### config.mk
export PLATFORM = sky130hd
export DESIGN_NAME = fault_source_select
export DESIGN_NICKNAME = d
export VERILOG_FILES = /design/src/rtl/fault_select_pkg.sv /design/src/rtl/source_combiner.sv /design/src/rtl/fault_source_select.sv
export SDC_FILE = /design/constraint.sdc
export NUM_CORES = 1
export LEC_CHECK = 0
export BUFFER_PORTS_ARGS = -buffer_cell sky130_fd_sc_hd__buf_2
export CAP_MARGIN = 25
export CORE_MARGIN = 8
export CORE_UTILIZATION = 44
export DETAILED_ROUTE_END_ITERATION = 8
export GPL_ROUTABILITY_DRIVEN = 0
export PLACE_DENSITY = 0.75
export SYNTH_ARGS = -nofsm -noshare
export SYNTH_HDL_FRONTEND = slang
export SYNTH_SLANG_ARGS = --single-unit
### constraint.sdc
create_clock -name CLK -period 2 [get_ports CLK]
set_input_delay 0.5 -clock CLK [delete_from_list [all_inputs] [get_ports CLK]]
set_output_delay 0.5 -clock CLK [all_outputs]
set_load 0.02 [all_outputs]
### src/rtl/fault_select_pkg.sv
// Package holding register map, field layout and reset values of the fault source selector.
package fault_select_pkg;

  // ==========================================================================
  // Register offsets (byte addresses).
  // ==========================================================================
  localparam logic [31:0] CH1_IDE_SOURCE_ENABLE_OFFSET = 32'h0003_0050;
  localparam logic [31:0] CH2_CURRENT_LIMIT_SOURCE_ENABLE_OFFSET = 32'h0003_0054;
  localparam logic [31:0] CH2_FAULT_AB_SOURCE_ENABLE_OFFSET = 32'h0003_0058;
  localparam logic [31:0] STATUS_OFFSET = 32'h0003_0060;

  // ==========================================================================
  // Source counts and field positions.
  // ==========================================================================
  localparam int ANALOG_CMP_COUNT = 7;
  localparam int DIGITAL_CMP_COUNT = 4;
  localparam int EXT_PIN_COUNT = 4;

  localparam int IDE_WIDTH = 7;
  localparam int CLIM_WIDTH = 17;
  localparam int FLTAB_WIDTH = 15;

  localparam int IDE_ANALOG_LSB = 0;
  localparam int CLIM_ANALOG_LSB = 0;
  localparam int CLIM_PIN_LSB = 7;
  localparam int CLIM_UNUSED_BIT = 11;
  localparam int CLIM_DIGITAL_LSB = 12;
  localparam int CLIM_PEAK_BIT = 16;
  localparam int FLTAB_ANALOG_LSB = 0;
  localparam int FLTAB_PIN_LSB = 7;
  localparam int FLTAB_DIGITAL_LSB = 11;

  // Writable bits of the current-limit register; bit 11 reads as zero.
  localparam logic [16:0] CLIM_WRITE_MASK = 17'h1F7FF;

  // ==========================================================================
  // Reset values.
  // ==========================================================================
  localparam logic [6:0] IDE_RESET = 7'h00;
  localparam logic [16:0] CLIM_RESET = 17'h00000;
  localparam logic [14:0] FLTAB_RESET = 15'h0000;

endpackage : fault_select_pkg

### src/rtl/source_combiner.sv
// Masked OR of a group of source results into one registered trigger.
`timescale 1ns/1ps
module source_combiner #(
  parameter int WIDTH = 7
) (
  input wire logic clk,
  input wire logic rst,
  input wire logic [WIDTH-1:0] sources,
  input wire logic [WIDTH-1:0] enables,
  output logic trigger
);

  always_ff @(posedge clk) begin
    if (rst) begin
      trigger <= 1'b0;
    end else begin
      trigger <= |(sources & enables);
    end
  end

endmodule : source_combiner

### src/rtl/fault_source_select.sv
// Top of the fault source selector: Wishbone register bank and three trigger combiners.
`timescale 1ns/1ps
module fault_source_select (
  input wire logic CLK,
  input wire logic RST,
  input wire logic WB_CYC_I,
  input wire logic WB_STB_I,
  input wire logic WB_WE_I,
  input wire logic [31:0] WB_ADR_I,
  input wire logic [3:0] WB_SEL_I,
  input wire logic [31:0] WB_DAT_I,
  output logic [31:0] WB_DAT_O,
  output logic WB_ACK_O,
  output logic WB_ERR_O,
  input wire logic [6:0] ANALOG_CMP,
  input wire logic [3:0] DIGITAL_CMP,
  input wire logic [3:0] EXT_FAULT_PIN,
  input wire logic ANALOG_PEAK_CURRENT,
  output logic IDLE_EDGE_TRIGGER,
  output logic CURRENT_LIMIT_TRIGGER,
  output logic FAULT_AB_TRIGGER
);

  // ==========================================================================
  // Registers and bus decode.
  // ==========================================================================
  logic [6:0] ide_analog_en_reg;
  logic [6:0] clim_analog_en_reg;
  logic [3:0] clim_pin_en_reg;
  logic [3:0] clim_digital_en_reg;
  logic clim_peak_en_reg;
  logic [6:0] fltab_analog_en_reg;
  logic [3:0] fltab_pin_en_reg;
  logic [3:0] fltab_digital_en_reg;
  logic [6:0] ide_word;
  logic [16:0] clim_word;
  logic [14:0] fltab_word;
  logic [6:0] ide_sources;
  logic write_ide;
  logic write_clim;
  logic write_fltab;
  logic read_mapped;
  logic ack_reg;
  logic err_reg;
  logic [31:0] rdata_reg;
  logic [6:0] analog_reg;
  logic [3:0] digital_reg;
  logic [3:0] pin_reg;
  logic peak_reg;
  logic req;
  logic hit_ide;
  logic hit_clim;
  logic hit_fltab;
  logic hit_status;
  logic mapped;
  logic [31:0] byte_mask;
  logic [31:0] wr_merge_ide;
  logic [31:0] wr_merge_clim;
  logic [31:0] wr_merge_fltab;
  logic [31:0] read_value;
  logic [16:0] clim_sources;
  logic [14:0] fltab_sources;

  // A new request is taken only while no answer is pending, so every access gets exactly one ack or err.
  assign req = WB_CYC_I && WB_STB_I && !ack_reg && !err_reg;
  assign hit_ide = WB_ADR_I == fault_select_pkg::CH1_IDE_SOURCE_ENABLE_OFFSET;
  assign hit_clim = WB_ADR_I == fault_select_pkg::CH2_CURRENT_LIMIT_SOURCE_ENABLE_OFFSET;
  assign hit_fltab = WB_ADR_I == fault_select_pkg::CH2_FAULT_AB_SOURCE_ENABLE_OFFSET;
  assign hit_status = WB_ADR_I == fault_select_pkg::STATUS_OFFSET;
  assign mapped = hit_ide || hit_clim || hit_fltab || hit_status;

  // ==========================================================================
  // Write and read strobes.
  // ==========================================================================
  // Strobes last only for the one cycle in which a request is taken.
  assign write_ide = req && WB_WE_I && hit_ide;
  assign write_clim = req && WB_WE_I && hit_clim;
  assign write_fltab = req && WB_WE_I && hit_fltab;
  assign read_mapped = req && mapped && !WB_WE_I;

  // ==========================================================================
  // Byte-lane merge.
  // ==========================================================================
  // Lanes that are not selected keep their contents, so software may update one byte alone.
  assign byte_mask = {{8{WB_SEL_I[3]}}, {8{WB_SEL_I[2]}}, {8{WB_SEL_I[1]}}, {8{WB_SEL_I[0]}}};
  assign wr_merge_ide = (WB_DAT_I & byte_mask) | ({25'h0000000, ide_word} & ~byte_mask);
  assign wr_merge_clim = (WB_DAT_I & byte_mask) | ({15'h0000, clim_word} & ~byte_mask);
  assign wr_merge_fltab = (WB_DAT_I & byte_mask) | ({17'h00000, fltab_word} & ~byte_mask);

  // ==========================================================================
  // Enable fields, one flop group for each source group.
  // ==========================================================================
  always_ff @(posedge CLK) begin
    if (RST) begin
      ide_analog_en_reg <= fault_select_pkg::IDE_RESET[fault_select_pkg::IDE_ANALOG_LSB +: 7];
    end else if (write_ide) begin
      ide_analog_en_reg <= wr_merge_ide[fault_select_pkg::IDE_ANALOG_LSB +: 7];
    end
  end

  always_ff @(posedge CLK) begin
    if (RST) begin
      clim_analog_en_reg <= fault_select_pkg::CLIM_RESET[fault_select_pkg::CLIM_ANALOG_LSB +: 7];
    end else if (write_clim) begin
      clim_analog_en_reg <= wr_merge_clim[fault_select_pkg::CLIM_ANALOG_LSB +: 7];
    end
  end

  always_ff @(posedge CLK) begin
    if (RST) begin
      clim_pin_en_reg <= fault_select_pkg::CLIM_RESET[fault_select_pkg::CLIM_PIN_LSB +: 4];
    end else if (write_clim) begin
      clim_pin_en_reg <= wr_merge_clim[fault_select_pkg::CLIM_PIN_LSB +: 4];
    end
  end

  always_ff @(posedge CLK) begin
    if (RST) begin
      clim_digital_en_reg <= fault_select_pkg::CLIM_RESET[fault_select_pkg::CLIM_DIGITAL_LSB +: 4];
    end else if (write_clim) begin
      clim_digital_en_reg <= wr_merge_clim[fault_select_pkg::CLIM_DIGITAL_LSB +: 4];
    end
  end

  always_ff @(posedge CLK) begin
    if (RST) begin
      clim_peak_en_reg <= fault_select_pkg::CLIM_RESET[fault_select_pkg::CLIM_PEAK_BIT];
    end else if (write_clim) begin
      clim_peak_en_reg <= wr_merge_clim[fault_select_pkg::CLIM_PEAK_BIT];
    end
  end

  always_ff @(posedge CLK) begin
    if (RST) begin
      fltab_analog_en_reg <= fault_select_pkg::FLTAB_RESET[fault_select_pkg::FLTAB_ANALOG_LSB +: 7];
    end else if (write_fltab) begin
      fltab_analog_en_reg <= wr_merge_fltab[fault_select_pkg::FLTAB_ANALOG_LSB +: 7];
    end
  end

  always_ff @(posedge CLK) begin
    if (RST) begin
      fltab_pin_en_reg <= fault_select_pkg::FLTAB_RESET[fault_select_pkg::FLTAB_PIN_LSB +: 4];
    end else if (write_fltab) begin
      fltab_pin_en_reg <= wr_merge_fltab[fault_select_pkg::FLTAB_PIN_LSB +: 4];
    end
  end

  always_ff @(posedge CLK) begin
    if (RST) begin
      fltab_digital_en_reg <= fault_select_pkg::FLTAB_RESET[fault_select_pkg::FLTAB_DIGITAL_LSB +: 4];
    end else if (write_fltab) begin
      fltab_digital_en_reg <= wr_merge_fltab[fault_select_pkg::FLTAB_DIGITAL_LSB +: 4];
    end
  end

  // ==========================================================================
  // Register words as software sees them.
  // ==========================================================================
  always_comb begin
    ide_word = '0;
    ide_word[fault_select_pkg::IDE_ANALOG_LSB +: 7] = ide_analog_en_reg;
  end

  // The unused current-limit bit has no flop, so writes to it are lost and it reads as zero.
  always_comb begin
    clim_word = '0;
    clim_word[fault_select_pkg::CLIM_ANALOG_LSB +: 7] = clim_analog_en_reg;
    clim_word[fault_select_pkg::CLIM_PIN_LSB +: 4] = clim_pin_en_reg;
    clim_word[fault_select_pkg::CLIM_UNUSED_BIT] = 1'b0;
    clim_word[fault_select_pkg::CLIM_DIGITAL_LSB +: 4] = clim_digital_en_reg;
    clim_word[fault_select_pkg::CLIM_PEAK_BIT] = clim_peak_en_reg;
  end

  always_comb begin
    fltab_word = '0;
    fltab_word[fault_select_pkg::FLTAB_ANALOG_LSB +: 7] = fltab_analog_en_reg;
    fltab_word[fault_select_pkg::FLTAB_PIN_LSB +: 4] = fltab_pin_en_reg;
    fltab_word[fault_select_pkg::FLTAB_DIGITAL_LSB +: 4] = fltab_digital_en_reg;
  end

  // ==========================================================================
  // Read data.
  // ==========================================================================
  always_comb begin
    read_value = 32'h00000000;
    if (hit_ide) begin
      read_value = {25'h0000000, ide_word};
    end else if (hit_clim) begin
      read_value = {15'h0000, clim_word};
    end else if (hit_fltab) begin
      read_value = {17'h00000, fltab_word};
    end else if (hit_status) begin
      read_value = {29'h00000000, FAULT_AB_TRIGGER, CURRENT_LIMIT_TRIGGER, IDLE_EDGE_TRIGGER};
    end
  end

  // ==========================================================================
  // Bus answers.
  // ==========================================================================
  // Answers come one cycle after the request and drop the cycle after, because a
  // request is taken only while no answer is pending.
  always_ff @(posedge CLK) begin
    if (RST) begin
      ack_reg <= 1'b0;
    end else begin
      ack_reg <= req && mapped;
    end
  end

  always_ff @(posedge CLK) begin
    if (RST) begin
      err_reg <= 1'b0;
    end else begin
      err_reg <= req && !mapped;
    end
  end

  // Read data stands until the next mapped read, so a slow master can still pick it up.
  always_ff @(posedge CLK) begin
    if (RST) begin
      rdata_reg <= 32'h00000000;
    end else if (read_mapped) begin
      rdata_reg <= read_value;
    end
  end

  assign WB_ACK_O = ack_reg;
  assign WB_ERR_O = err_reg;
  assign WB_DAT_O = rdata_reg;

  // ==========================================================================
  // Source sampling.
  // ==========================================================================
  // Every source passes one flop before it is combined; this costs a cycle of
  // latency but keeps input timing out of the trigger paths.
  always_ff @(posedge CLK) begin
    if (RST) begin
      analog_reg <= 7'h00;
    end else begin
      analog_reg <= ANALOG_CMP;
    end
  end

  always_ff @(posedge CLK) begin
    if (RST) begin
      digital_reg <= 4'h0;
    end else begin
      digital_reg <= DIGITAL_CMP;
    end
  end

  always_ff @(posedge CLK) begin
    if (RST) begin
      pin_reg <= 4'h0;
    end else begin
      pin_reg <= EXT_FAULT_PIN;
    end
  end

  always_ff @(posedge CLK) begin
    if (RST) begin
      peak_reg <= 1'b0;
    end else begin
      peak_reg <= ANALOG_PEAK_CURRENT;
    end
  end

  // ==========================================================================
  // Source vectors.
  // ==========================================================================
  // Source vectors line up bit for bit with the enable words; the unused
  // current-limit position is tied low so it can never select anything.
  always_comb begin
    ide_sources = '0;
    ide_sources[fault_select_pkg::IDE_ANALOG_LSB +: 7] = analog_reg;
  end

  always_comb begin
    clim_sources = '0;
    clim_sources[fault_select_pkg::CLIM_ANALOG_LSB +: 7] = analog_reg;
    clim_sources[fault_select_pkg::CLIM_PIN_LSB +: 4] = pin_reg;
    clim_sources[fault_select_pkg::CLIM_UNUSED_BIT] = 1'b0;
    clim_sources[fault_select_pkg::CLIM_DIGITAL_LSB +: 4] = digital_reg;
    clim_sources[fault_select_pkg::CLIM_PEAK_BIT] = peak_reg;
  end

  always_comb begin
    fltab_sources = '0;
    fltab_sources[fault_select_pkg::FLTAB_ANALOG_LSB +: 7] = analog_reg;
    fltab_sources[fault_select_pkg::FLTAB_PIN_LSB +: 4] = pin_reg;
    fltab_sources[fault_select_pkg::FLTAB_DIGITAL_LSB +: 4] = digital_reg;
  end

  // ==========================================================================
  // Trigger combiners.
  // ==========================================================================
  // Each trigger is registered once more after the masked OR, so the protection
  // logic sees a glitch-free level two cycles after a source changes.
  source_combiner #(
    .WIDTH(fault_select_pkg::IDE_WIDTH)
  ) ide_combiner (
    .clk(CLK),
    .rst(RST),
    .sources(ide_sources),
    .enables(ide_word),
    .trigger(IDLE_EDGE_TRIGGER)
  );

  source_combiner #(
    .WIDTH(fault_select_pkg::CLIM_WIDTH)
  ) clim_combiner (
    .clk(CLK),
    .rst(RST),
    .sources(clim_sources),
    .enables(clim_word),
    .trigger(CURRENT_LIMIT_TRIGGER)
  );

  source_combiner #(
    .WIDTH(fault_select_pkg::FLTAB_WIDTH)
  ) fltab_combiner (
    .clk(CLK),
    .rst(RST),
    .sources(fltab_sources),
    .enables(fltab_word),
    .trigger(FAULT_AB_TRIGGER)
  );

endmodule : fault_source_select

==> flow_summary.json, run 1 <==
{
  "status": "finished clean",
  "synth_area_um2": 3420,
  "htreeDepth": 3,
  "syn_inst": 335,
  "ys_ff_latch": 76,
  "pwr-share-comb": 0.076,
  "path_class": "in2reg",
  "clock_tree.buffer_depth": 2,
  "routed_wl_um": 9260,
  "stdcell_count": 555,
  "min_path_type": "in2reg",
  "synth_top_cell_by_area": "dfxtp_1",
  "seq_power_share": 0.507,
  "wl_met2_um": 4350,
  "end_kind": "flop",
  "vias": 2935,
  "min_period_ns": 1.83,
  "fin_crit_sh": 0.916,
  "swShare": 0.225,
  "cts_hold_buf": 0,
  "setup-tns-final_ns": 0,
  "yosysSeqAreaShare": 0.445,
  "grt_max_degree": 36,
  "die-area_um2": 10900,
  "drc": 0,
  "cts.clk_slew.worst_paths_ns": 0.07,
  "regArea_um2": 1520,
  "syn_to_final_growth_pct": 28.5,
  "cts_tree": "done",
  "cap_violations": 0,
  "core-area_um2": 7650,
  "yosys-top-cells-area": "dfxtp_1 44%, mux2i_1 11%, nor4_4 5.0%, nor2_1 4.2%, buf_4 3.3%",
  "grt_usage": 0.172,
  "rsz0062_at_grt": "false",
  "initial_utilization": 0.447,
  "cts_buffers": 9,
  "postSynthAreaPerCell_um2": 10.2,
  "drt_iter0_markers": 155,
  "clkPwrFrac": 0.417,
  "synth_top_cell_area_share": 0.445,
  "critPathBufInv": 2,
  "wl_met3_um": 784,
  "multiInputGateArea_um2": 1820,
  "maxUsedRoutingLayer": "met4",
  "wl_per_cell_um": 16.7,
  "root_buffer": "clkbuf_8",
  "clock_skew_ns": 0.00934,
  "setup_viol": 0,
  "synth_cell_type_count": 41,
  "viasPerCell": 5.29,
  "final_layout_size_suffix_gt1_frac": 0.358,
  "die_w_um": 104,
  "clock_sink_count": 76,
  "placed_cells": 539,
  "portBuffers": 94,
  "start_kind": "input port",
  "place_hpwl_um": 7220,
  "cp_slowest_stage_delay_ns": 0.35,
  "n_antenna_cell": 0,
  "drv_slew": 0,
  "crit_required_ns": 2.22,
  "rows": 32,
  "crit_fanout": 21,
  "preCtsSetupSlack_ns": -0.234,
  "die_h_um": 104,
  "ys.warnings.count": 0,
  "drt-met1-wl_um": 3950,
  "hold_viol": 0,
  "fmax_mhz": 546,
  "firstDrtPassIters": 4,
  "io_pins": 126,
  "grt_pass1_vias": 3125,
  "crit_family": "simple AND/OR/NAND/NOR gates",
  "worstPathArrival_ns": 2.06,
  "p_switching_mw": 0.688,
  "cp_slowest_cell": "nor4_2",
  "final_nets": 537,
  "p_leak_nw": 1.74,
  "internal_power_mw": 2.36,
  "antenna_found_initial": 0,
  "power_per_cell_area_nw_per_um2": 694,
  "fillers": 674,
  "final.setup.worst_slack_ns": 0.169,
  "clk_latency_ns": 0.34,
  "worstPathCellList": "buf_2 -> nor4_4 -> nand4_4 -> nor4_2 -> buf_6 -> nor2_1 -> o2bb2ai_1",
  "grt_pass1_wl_um": 15300,
  "postRouteAntennaNets": 0,
  "gr-total-overflow": 0,
  "irDropWorstVdd_mv": 0.567
}
==> cell families (layout without fill, tap and decap cells) <==
family          Yosys count  after routing  synth area share
simple gates            128            128             0.254
flops                    76             76             0.445
compound gates           60             60             0.135
mux                      38             38             0.111
buf+inv                  32            136            0.0538
other cells               1             15           0.00110
==> cells in the mapped netlist (all sizes together) <==
master   number
a22o          5
dfxtp        76
or3b          1
nor4b         3
nor2         47
nor2b        18
a32oi         4
clkbuf       14
and4bb        1
a221oi        5
buf          18
nand4         7
nand3         9
nor3b         2
nand2b        6
conb          1
or3           1
nand2        12
a22oi        13
and2          1
nor4         12
a222oi        2
a311oi        3
nor4bb        1
a31oi         7
o21bai        4
nor3          3
mux2i        38
nand4bb       1
and3          3
o2bb2ai      10
a21oi         7
==> power groups by stage <==
| stage | clock [mW] | combinational [mW] | sequential (mW) |
|---|---|---|---|
| global route | 1.37 | 0.252 | 1.55 |
| CTS | 1.29 | 0.230 | 1.55 |
| finish | 1.27 | 0.232 | 1.55 |
| global placement | 0 | 0.224 | 1.58 |
| floorplan | 0 | 0.129 | 1.57 |
| detailed placement | 0 | 0.229 | 1.58 |
==> final cells by class <==
class | instances | share of cell area
tap | 102 | 0.0290
sequential | 76 | 0.346
multi-input combinational | 241 | 0.415
clock inverter | 4 | 0.0165
clock buffer | 12 | 0.0330
timing repair buffer | 120 | 0.161
==> placed cells by master, fill, tap and decap left out, types with 4 or more instances in the layout <==
cell type / count
buf_2: 94
dfxtp_1: 76
nor2_1: 38
mux2i_1: 38
buf_4: 22
nor2b_1: 18
conb_1: 15
a22oi_1: 13
o2bb2ai_1: 10
nand2_1: 10
clkbuf_8: 10
nor4_4: 9
nor2_2: 9
nand3_1: 8
a21oi_1: 7
a31oi_1: 7
nand2b_1: 6
nand4_1: 6
a22o_1: 5
a221oi_1: 5
a32oi_1: 4
o21bai_1: 4
==> what timing repair did <==
| item | 4_1_cts | 5_1_grt |
|---|---|---|
| endpoints found under the setup margin | 0 | 2 |
| gates resized for setup | 0 | 1 |
| setup buffers | 0 | 0 |
==> worst register-to-register path, stage by stage (launching register included) <==
cell and delay (ns):
dfxtp_1 0.31, and4bb_2 0.30, buf_4 0.13, nand3_1 0.23, nor4_4 0.27, buf_12 0.18
mux2i_1 0.21, nor2_1 0.06
==> per-layer routing <==
metal / up-vias / track usage
met2: 124 / 0.282
met4: 0 / 0.0569
met1: 1366 / 0.200
li1: 1429 / -
met5: - / 0
met3: 16 / 0.0700
==> worst paths after layout <==
check                                                from                         to  slack (ns)  depth (start not counted)
worst max-delay path                         WB_ADR_I[26]   WB_DAT_O[8]$_SDFFE_PP0P_        0.17                          7
worst min-delay path                     EXT_FAULT_PIN[1]      pin_reg[1]$_SDFF_PP0_        0.36                          2
worst max register to register        WB_ERR_O$_SDFF_PP0_                       flop        0.18                          7
worst min register to register  WB_DAT_O[13]$_SDFFE_PP0P_  WB_DAT_O[13]$_SDFFE_PP0P_        0.46                          1
==> stage by stage <==
| step | utilization | hold WS (ns) | cell area [um^2] | power [mW] |
|---|---|---|---|---|
| after floorplan | - | 0.463 | 3530 | 1.70 |
| after global placement | 0.546 | 0.448 | 4180 | 1.80 |
| after detailed placement | 0.546 | 0.442 | 4180 | 1.81 |
| after CTS | 0.574 | 0.349 | 4390 | 3.07 |
| after global routing | 0.575 | 0.357 | 4400 | 3.16 |
| final | 0.575 | 0.361 | 4400 | 3.05 |
Note: power is estimated with default switching activity, not from simulation.
==> inputs of run 2 (changes only) <==
ABC_AREA = 1   (was unset)
CORE_UTILIZATION = 45   (was 44)
PLACE_DENSITY = 0.76   (was 0.75)
==> run 2 against run 1 <==
Compared with the run above: sequential power hardly changed; utilization down 2.4 points; total power about the same; hold slack lost 0.025 ns; critical path depth up 5; flip-flop and latch count stayed put; critical endpoint is now WB_DAT_O[1]$_SDFFE_PP0P_; highest routed layer unchanged.
==> flow_summary.json, run 2 <==
{
  "die-area_um2": 11200,
  "setup_viol": 0,
  "synth_area_um2": 3650,
  "io_pins": 126,
  "synth_most_common_cell": "nand2_1",
  "postSynth.asyncResetShare": 0,
  "final_cell_mix": "99 x nand2_1, 94 x buf_2, 76 x dfxtp_1",
  "final.setup.worst_slack_ns": 0.314,
  "clock_skew_ns": 0.00715,
  "drt_iter0_markers": 232,
  "synthTopCellsByCount": "99 x nand2_1, 76 x dfxtp_1, 73 x nor2_1",
  "synth_top_cell_area_share": 0.417,
  "clock_sink_count": 76,
  "crit_fanout": 13,
  "wl_per_cell_um": 13.5,
  "yosysSeqAreaShare": 0.417,
  "yosys_most_used_dff": "dfxtp_1",
  "fin_crit_sh": 0.843,
  "fillers": 764,
  "initial_utilization": 0.453,
  "grt_usage": 0.173,
  "cts.clk_slew.worst_paths_ns": 0.08,
  "crit_required_ns": 2.30,
  "start_kind": "input port",
  "n_antenna_cell": 0,
  "power_per_cell_area_nw_per_um2": 688,
  "synth_top_cell_by_area": "dfxtp_1",
  "die_w_um": 106,
  "irDropWorstVdd_mv": 0.475,
  "vias": 3438,
  "cp_slowest_cell": "nand3_4",
  "htreeDepth": 3,
  "grt_pass1_vias": 3520,
  "final_layout_size_suffix_gt1_frac": 0.253,
  "fmax_mhz": 593,
  "rows": 33,
  "placed_area_um2": 4200,
  "drv_slew": 0,
  "status": "finished clean",
  "drc": 0,
  "rsz0062_at_grt": "false",
  "fin_util": 0.551,
  "cap_violations": 0,
  "path_class": "in2reg",
  "firstDrtPassIters": 5,
  "final_nets": 692,
  "grt_pass1_wl_um": 15900,
  "synth_edf_count": 0,
  "worstPathCellList": "buf_2 -> nor2_1 -> nand2_1 -> inv_1 -> nand2_1 -> nor2_1 -> nand3_2 -> nand3_4 -> nand2_2 -> nand2_1 -> nand2_1 -> nor2_1",
  "final_common_cell": "nand2_1",
  "cpMostUsedCell": "nand2_1",
  "clk_latency_ns": 0.36,
  "antenna_found_initial": 0,
  "cts_hold_buf": 0,
  "cts_setup_buffers": 0,
  "ys.warnings.count": 0,
  "setup-tns-final_ns": 0,
  "syn_to_final_growth_pct": 21.6,
  "min_path_type": "in2reg",
  "cts_buffers": 9,
  "p_leak_nw": 2.21,
  "routed_wl_um": 9630,
  "preCtsSetupSlack_ns": -0.121,
  "cp_slowest_stage_delay_ns": 0.22,
  "ys_ff_latch": 76,
  "grt_max_degree": 54,
  "min_period_ns": 1.69,
  "postLayoutCellArea_um2": 4440,
  "syn_inst": 507,
  "die_h_um": 106,
  "ctsResizeCount": 0,
  "postRouteAntennaNets": 0,
  "hold_viol": 0,
  "fin_total_pwr_mw": 3.05,
  "end_kind": "flop",
  "yosys-top-cells-area": "dfxtp_1 42%, nand2_1 10%, nor2_1 7.5%, inv_1 6.7%, a21oi_1 5.9%",
  "clock_tree.buffer_depth": 2,
  "gr-total-overflow": 0,
  "root_buffer": "clkbuf_8",
  "portBuffers": 94,
  "viasPerCell": 4.82,
  "worstPathArrival_ns": 1.99,
  "place_hpwl_um": 7290,
  "postSynthAreaPerCell_um2": 7.19,
  "core-area_um2": 8050,
  "synth_cell_type_count": 34,
  "cts_tree": "done"
}
## run 2: changes by cell type in the layout (fill, tap and decap cells not counted), sizes merged, moves of 7 or more
cell | previous run | this run
nand2 | 12 | 105
inv | 0 | 68
a21oi | 7 | 49
o21ai | 0 | 40
mux2i | 38 | 0
nor2 | 47 | 80
nand3 | 9 | 34
nor2b | 18 | 0
buf | 120 | 104
a22oi | 13 | 0
nor4 | 12 | 0
o2bb2ai | 10 | 0
nand4 | 7 | 0
## run 2: where the power goes
part	internal (mW)	switching [mW]	total [mW]
Clock	0.733	0.575	1.31
Combinational	0.0801	0.120	0.200
Sequential	1.53	0.0150	1.55
## run 2: kinds of logic after synthesis
family                 share of synthesized area
other                                    0.00103
buffers and inverters                      0.138
and+or+nand+nor                            0.275
DFF                                        0.417
AOI/OAI and AO/OA                          0.168
## run 2: layout make-up
type / instances / area, um^2 / area share
clock buffers: 10 / 138 / 0.0310
inverters: 69 / 265 / 0.0598
well taps: 105 / 131 / 0.0296
flip-flops and latches: 76 / 1520 / 0.343
clock inverters: 6 / 87.6 / 0.0197
multi-input cells: 343 / 1680 / 0.380
repair buffers: 104 / 608 / 0.137
## run 2: worst paths after layout
check                            start  cells past startpoint                   endpoint  slack, ns
max                       WB_ADR_I[11]                     12   WB_DAT_O[1]$_SDFFE_PP0P_       0.31
min                      ANALOG_CMP[0]                      3   analog_reg[0]$_SDFF_PP0_       0.34
max reg2reg        WB_ACK_O$_SDFF_PP0_                      9                       flop       0.33
min reg2reg  WB_DAT_O[16]$_SDFFE_PP0P_                      2  WB_DAT_O[16]$_SDFFE_PP0P_       0.47
## run 2: stage by stage
step | hold slack, ns | cells
after floorplan | 0.452 | 521
after global placement | 0.450 | 696
after detailed placement | 0.455 | 696
after CTS | 0.328 | 712
after global routing | 0.334 | 713
final | 0.336 | 713
## run 2: layer usage
| layer | vias to the layer above | global-route usage | routed length, um |
|---|---|---|---|
| met5 | - | 0 | 0 |
| met2 | 127 | 0.281 | 4460 |
| li1 | 1777 | - | - |
| met1 | 1507 | 0.200 | 4200 |
| met4 | 0 | 0.0985 | 287 |
| met3 | 27 | 0.0490 | 673 |
## run 2: worst max-delay path: cells and delay by family
family / cells / cell delay (ns)
buf+inv: 2 / 0.15
simple gates: 10 / 1.33
==> inputs of run 3 (changes only) <==
CORE_UTILIZATION = 50   (was 45)
PLACE_DENSITY = 0.8   (was 0.76)
clock period = 1.7 ns   (was 2 ns; I/O delays follow)
==> run 3 against run 2 <==
Compared with the run above: hold slack got worse by 0.061 ns; via count rose by 5.5%; highest routed layer unchanged; first-iteration DRC count rose by 66%; clock skew fell by 0.0015 ns; setup slack got worse by 0.18 ns; critical path depth rose by 2; die area fell by 8.5%; total power rose by 6.0%; cell area rose by 1.9%; wire length rose by 0.30%; count of clock-buffer cells in the layout rose by 1.
==> flow_summary.json, run 3 (synthesis gave the netlist of run 2 again) <==
{
  "status": "finished clean",
  "final_layout_size_suffix_gt1_frac": 0.274,
  "irDropWorstVdd_mv": 0.730,
  "worstPathArrival_ns": 1.84,
  "antenna_found_initial": 0,
  "core-area_um2": 7180,
  "n_antenna_cell": 0,
  "gr-total-overflow": 0,
  "hold_viol": 0,
  "rsz0062_at_grt": "false",
  "clk_latency_ns": 0.35,
  "htreeDepth": 3,
  "p_leak_nw": 2.30,
  "crit_required_ns": 1.97,
  "internal_power_mw": 2.45,
  "drv_slew": 0,
  "worstPathCellList": "buf_2 -> nor2_1 -> nand2_1 -> nor2_1 -> nand2_2 -> inv_4 -> nand2_4 -> clkinv_2 -> nand2_1 -> nand2_1 -> inv_1 -> nand3_1 -> nand2_1 -> nor2_1",
  "swShare": 0.244,
  "place_hpwl_um": 7150,
  "p_switching_mw": 0.789,
  "firstDrtPassIters": 5,
  "cts.clk_slew.worst_paths_ns": 0.07,
  "setup_viol": 0,
  "clock_skew_ns": 0.00563,
  "min_path_type": "in2reg",
  "die_w_um": 101,
  "root_buffer": "clkbuf_8",
  "vias": 3626,
  "fin_total_pwr_mw": 3.24,
  "die-area_um2": 10300,
  "cpMostUsedCell": "nand2_1",
  "io_pins": 126,
  "final_common_cell": "nand2_1",
  "rows": 31,
  "clock_sink_count": 76,
  "seq_power_share": 0.562,
  "routed_wl_um": 9650,
  "clock_tree.buffer_depth": 2,
  "grt_max_degree": 54,
  "syn_to_final_growth_pct": 24.0,
  "fillers": 628,
  "start_kind": "input port",
  "pwr-share-comb": 0.075,
  "end_kind": "flop",
  "setup-tns-final_ns": 0,
  "grt_pass1_vias": 3476,
  "final_cell_mix": "98 x nand2_1, 94 x buf_2, 76 x dfxtp_1",
  "power_per_cell_area_nw_per_um2": 716,
  "path_class": "in2reg",
  "cts_buffers": 9,
  "drc": 0,
  "cp_slowest_cell": "clkinv_2",
  "initial_utilization": 0.508,
  "crit_fanout": 13,
  "drt_iter0_markers": 386,
  "final_nets": 711,
  "portBuffers": 94,
  "fmax_mhz": 639,
  "fin_crit_sh": 0.920,
  "cts_tree": "done",
  "wl_per_cell_um": 13.3,
  "cp_slowest_stage_delay_ns": 0.19,
  "postRouteAntennaNets": 0,
  "postLayoutCellArea_um2": 4520,
  "grt_pass1_wl_um": 15700,
  "min_period_ns": 1.56,
  "placed_area_um2": 4320,
  "grt_usage": 0.191,
  "clkPwrFrac": 0.364,
  "cap_violations": 0,
  "die_h_um": 101,
  "viasPerCell": 5.01
}
[run 3: cell count changes in the layout (fill, tap and decap cells not counted), sizes merged]
cell,previous run,this run
buf,104,123
bufinv,2,0
clkbuf,10,11
clkinv,2,4
clkinvlp,3,0
[run 3: repair_timing]
| action | in CTS | in global routing |
|---|---|---|
| endpoints found under the setup margin | 0 | 14 |
| resized for setup | 0 | 2 |
| buffers inserted | 0 | 4 |
| hold buffers | 0 | 0 |
[run 3: final cells by class]
| type | count | area (um^2) | share of cell area |
|---|---|---|---|
| clock buffers | 11 | 141 | 0.0313 |
| clock inverters | 3 | 15.0 | 0.00332 |
| inverters | 69 | 265 | 0.0587 |
| multi-input cells | 343 | 1690 | 0.374 |
| flip-flops and latches | 76 | 1520 | 0.336 |
| well taps | 99 | 124 | 0.0274 |
| repair buffers | 123 | 763 | 0.169 |
[run 3: worst paths after layout]
check	start	to	slack, ns	cells after the start
setup reg to reg	WB_ACK_O$_SDFF_PP0_	flop	0.24	9
setup / recovery	WB_ADR_I[21]	WB_DAT_O[12]$_SDFFE_PP0P_	0.14	14
hold reg to reg	WB_DAT_O[15]$_SDFFE_PP0P_	WB_DAT_O[15]$_SDFFE_PP0P_	0.47	2
hold / removal	ANALOG_CMP[4]	analog_reg[4]$_SDFF_PP0_	0.27	3
[run 3: critical path, delay by kind of cell]
family / cells / cell delay [ns]
buffers and inverters: 4 / 0.44
and+or+nand+nor: 10 / 0.96
[run 3: power groups by stage]
stage | Combinational (mW) | Sequential (mW) | Clock (mW)
after floorplan | 0.150 | 1.85 | 0
after global placement | 0.233 | 1.86 | 0
after detailed placement | 0.240 | 1.86 | 0
after CTS | 0.241 | 1.82 | 1.18
after global routing | 0.271 | 1.82 | 1.27
final | 0.242 | 1.82 | 1.18
[run 3: metrics by stage]
stage,setup WS [ns],hold slack [ns],utilization,instances
after global placement,-0.181,0.452,0.602,705
after CTS,0.106,0.270,0.624,719
after detailed placement,-0.254,0.460,0.602,705
final,0.136,0.275,0.630,724
after global routing,0.00462,0.270,0.630,724
after floorplan,0.0794,0.452,-,521
[run 3: layer usage]
metal	up-vias	wire (um)	GRT usage
li1	1808	-	-
met1	1585	4020	0.226
met2	207	4360	0.310
met3	26	1040	0.0577
met4	0	240	0.0928
met5	-	0	0
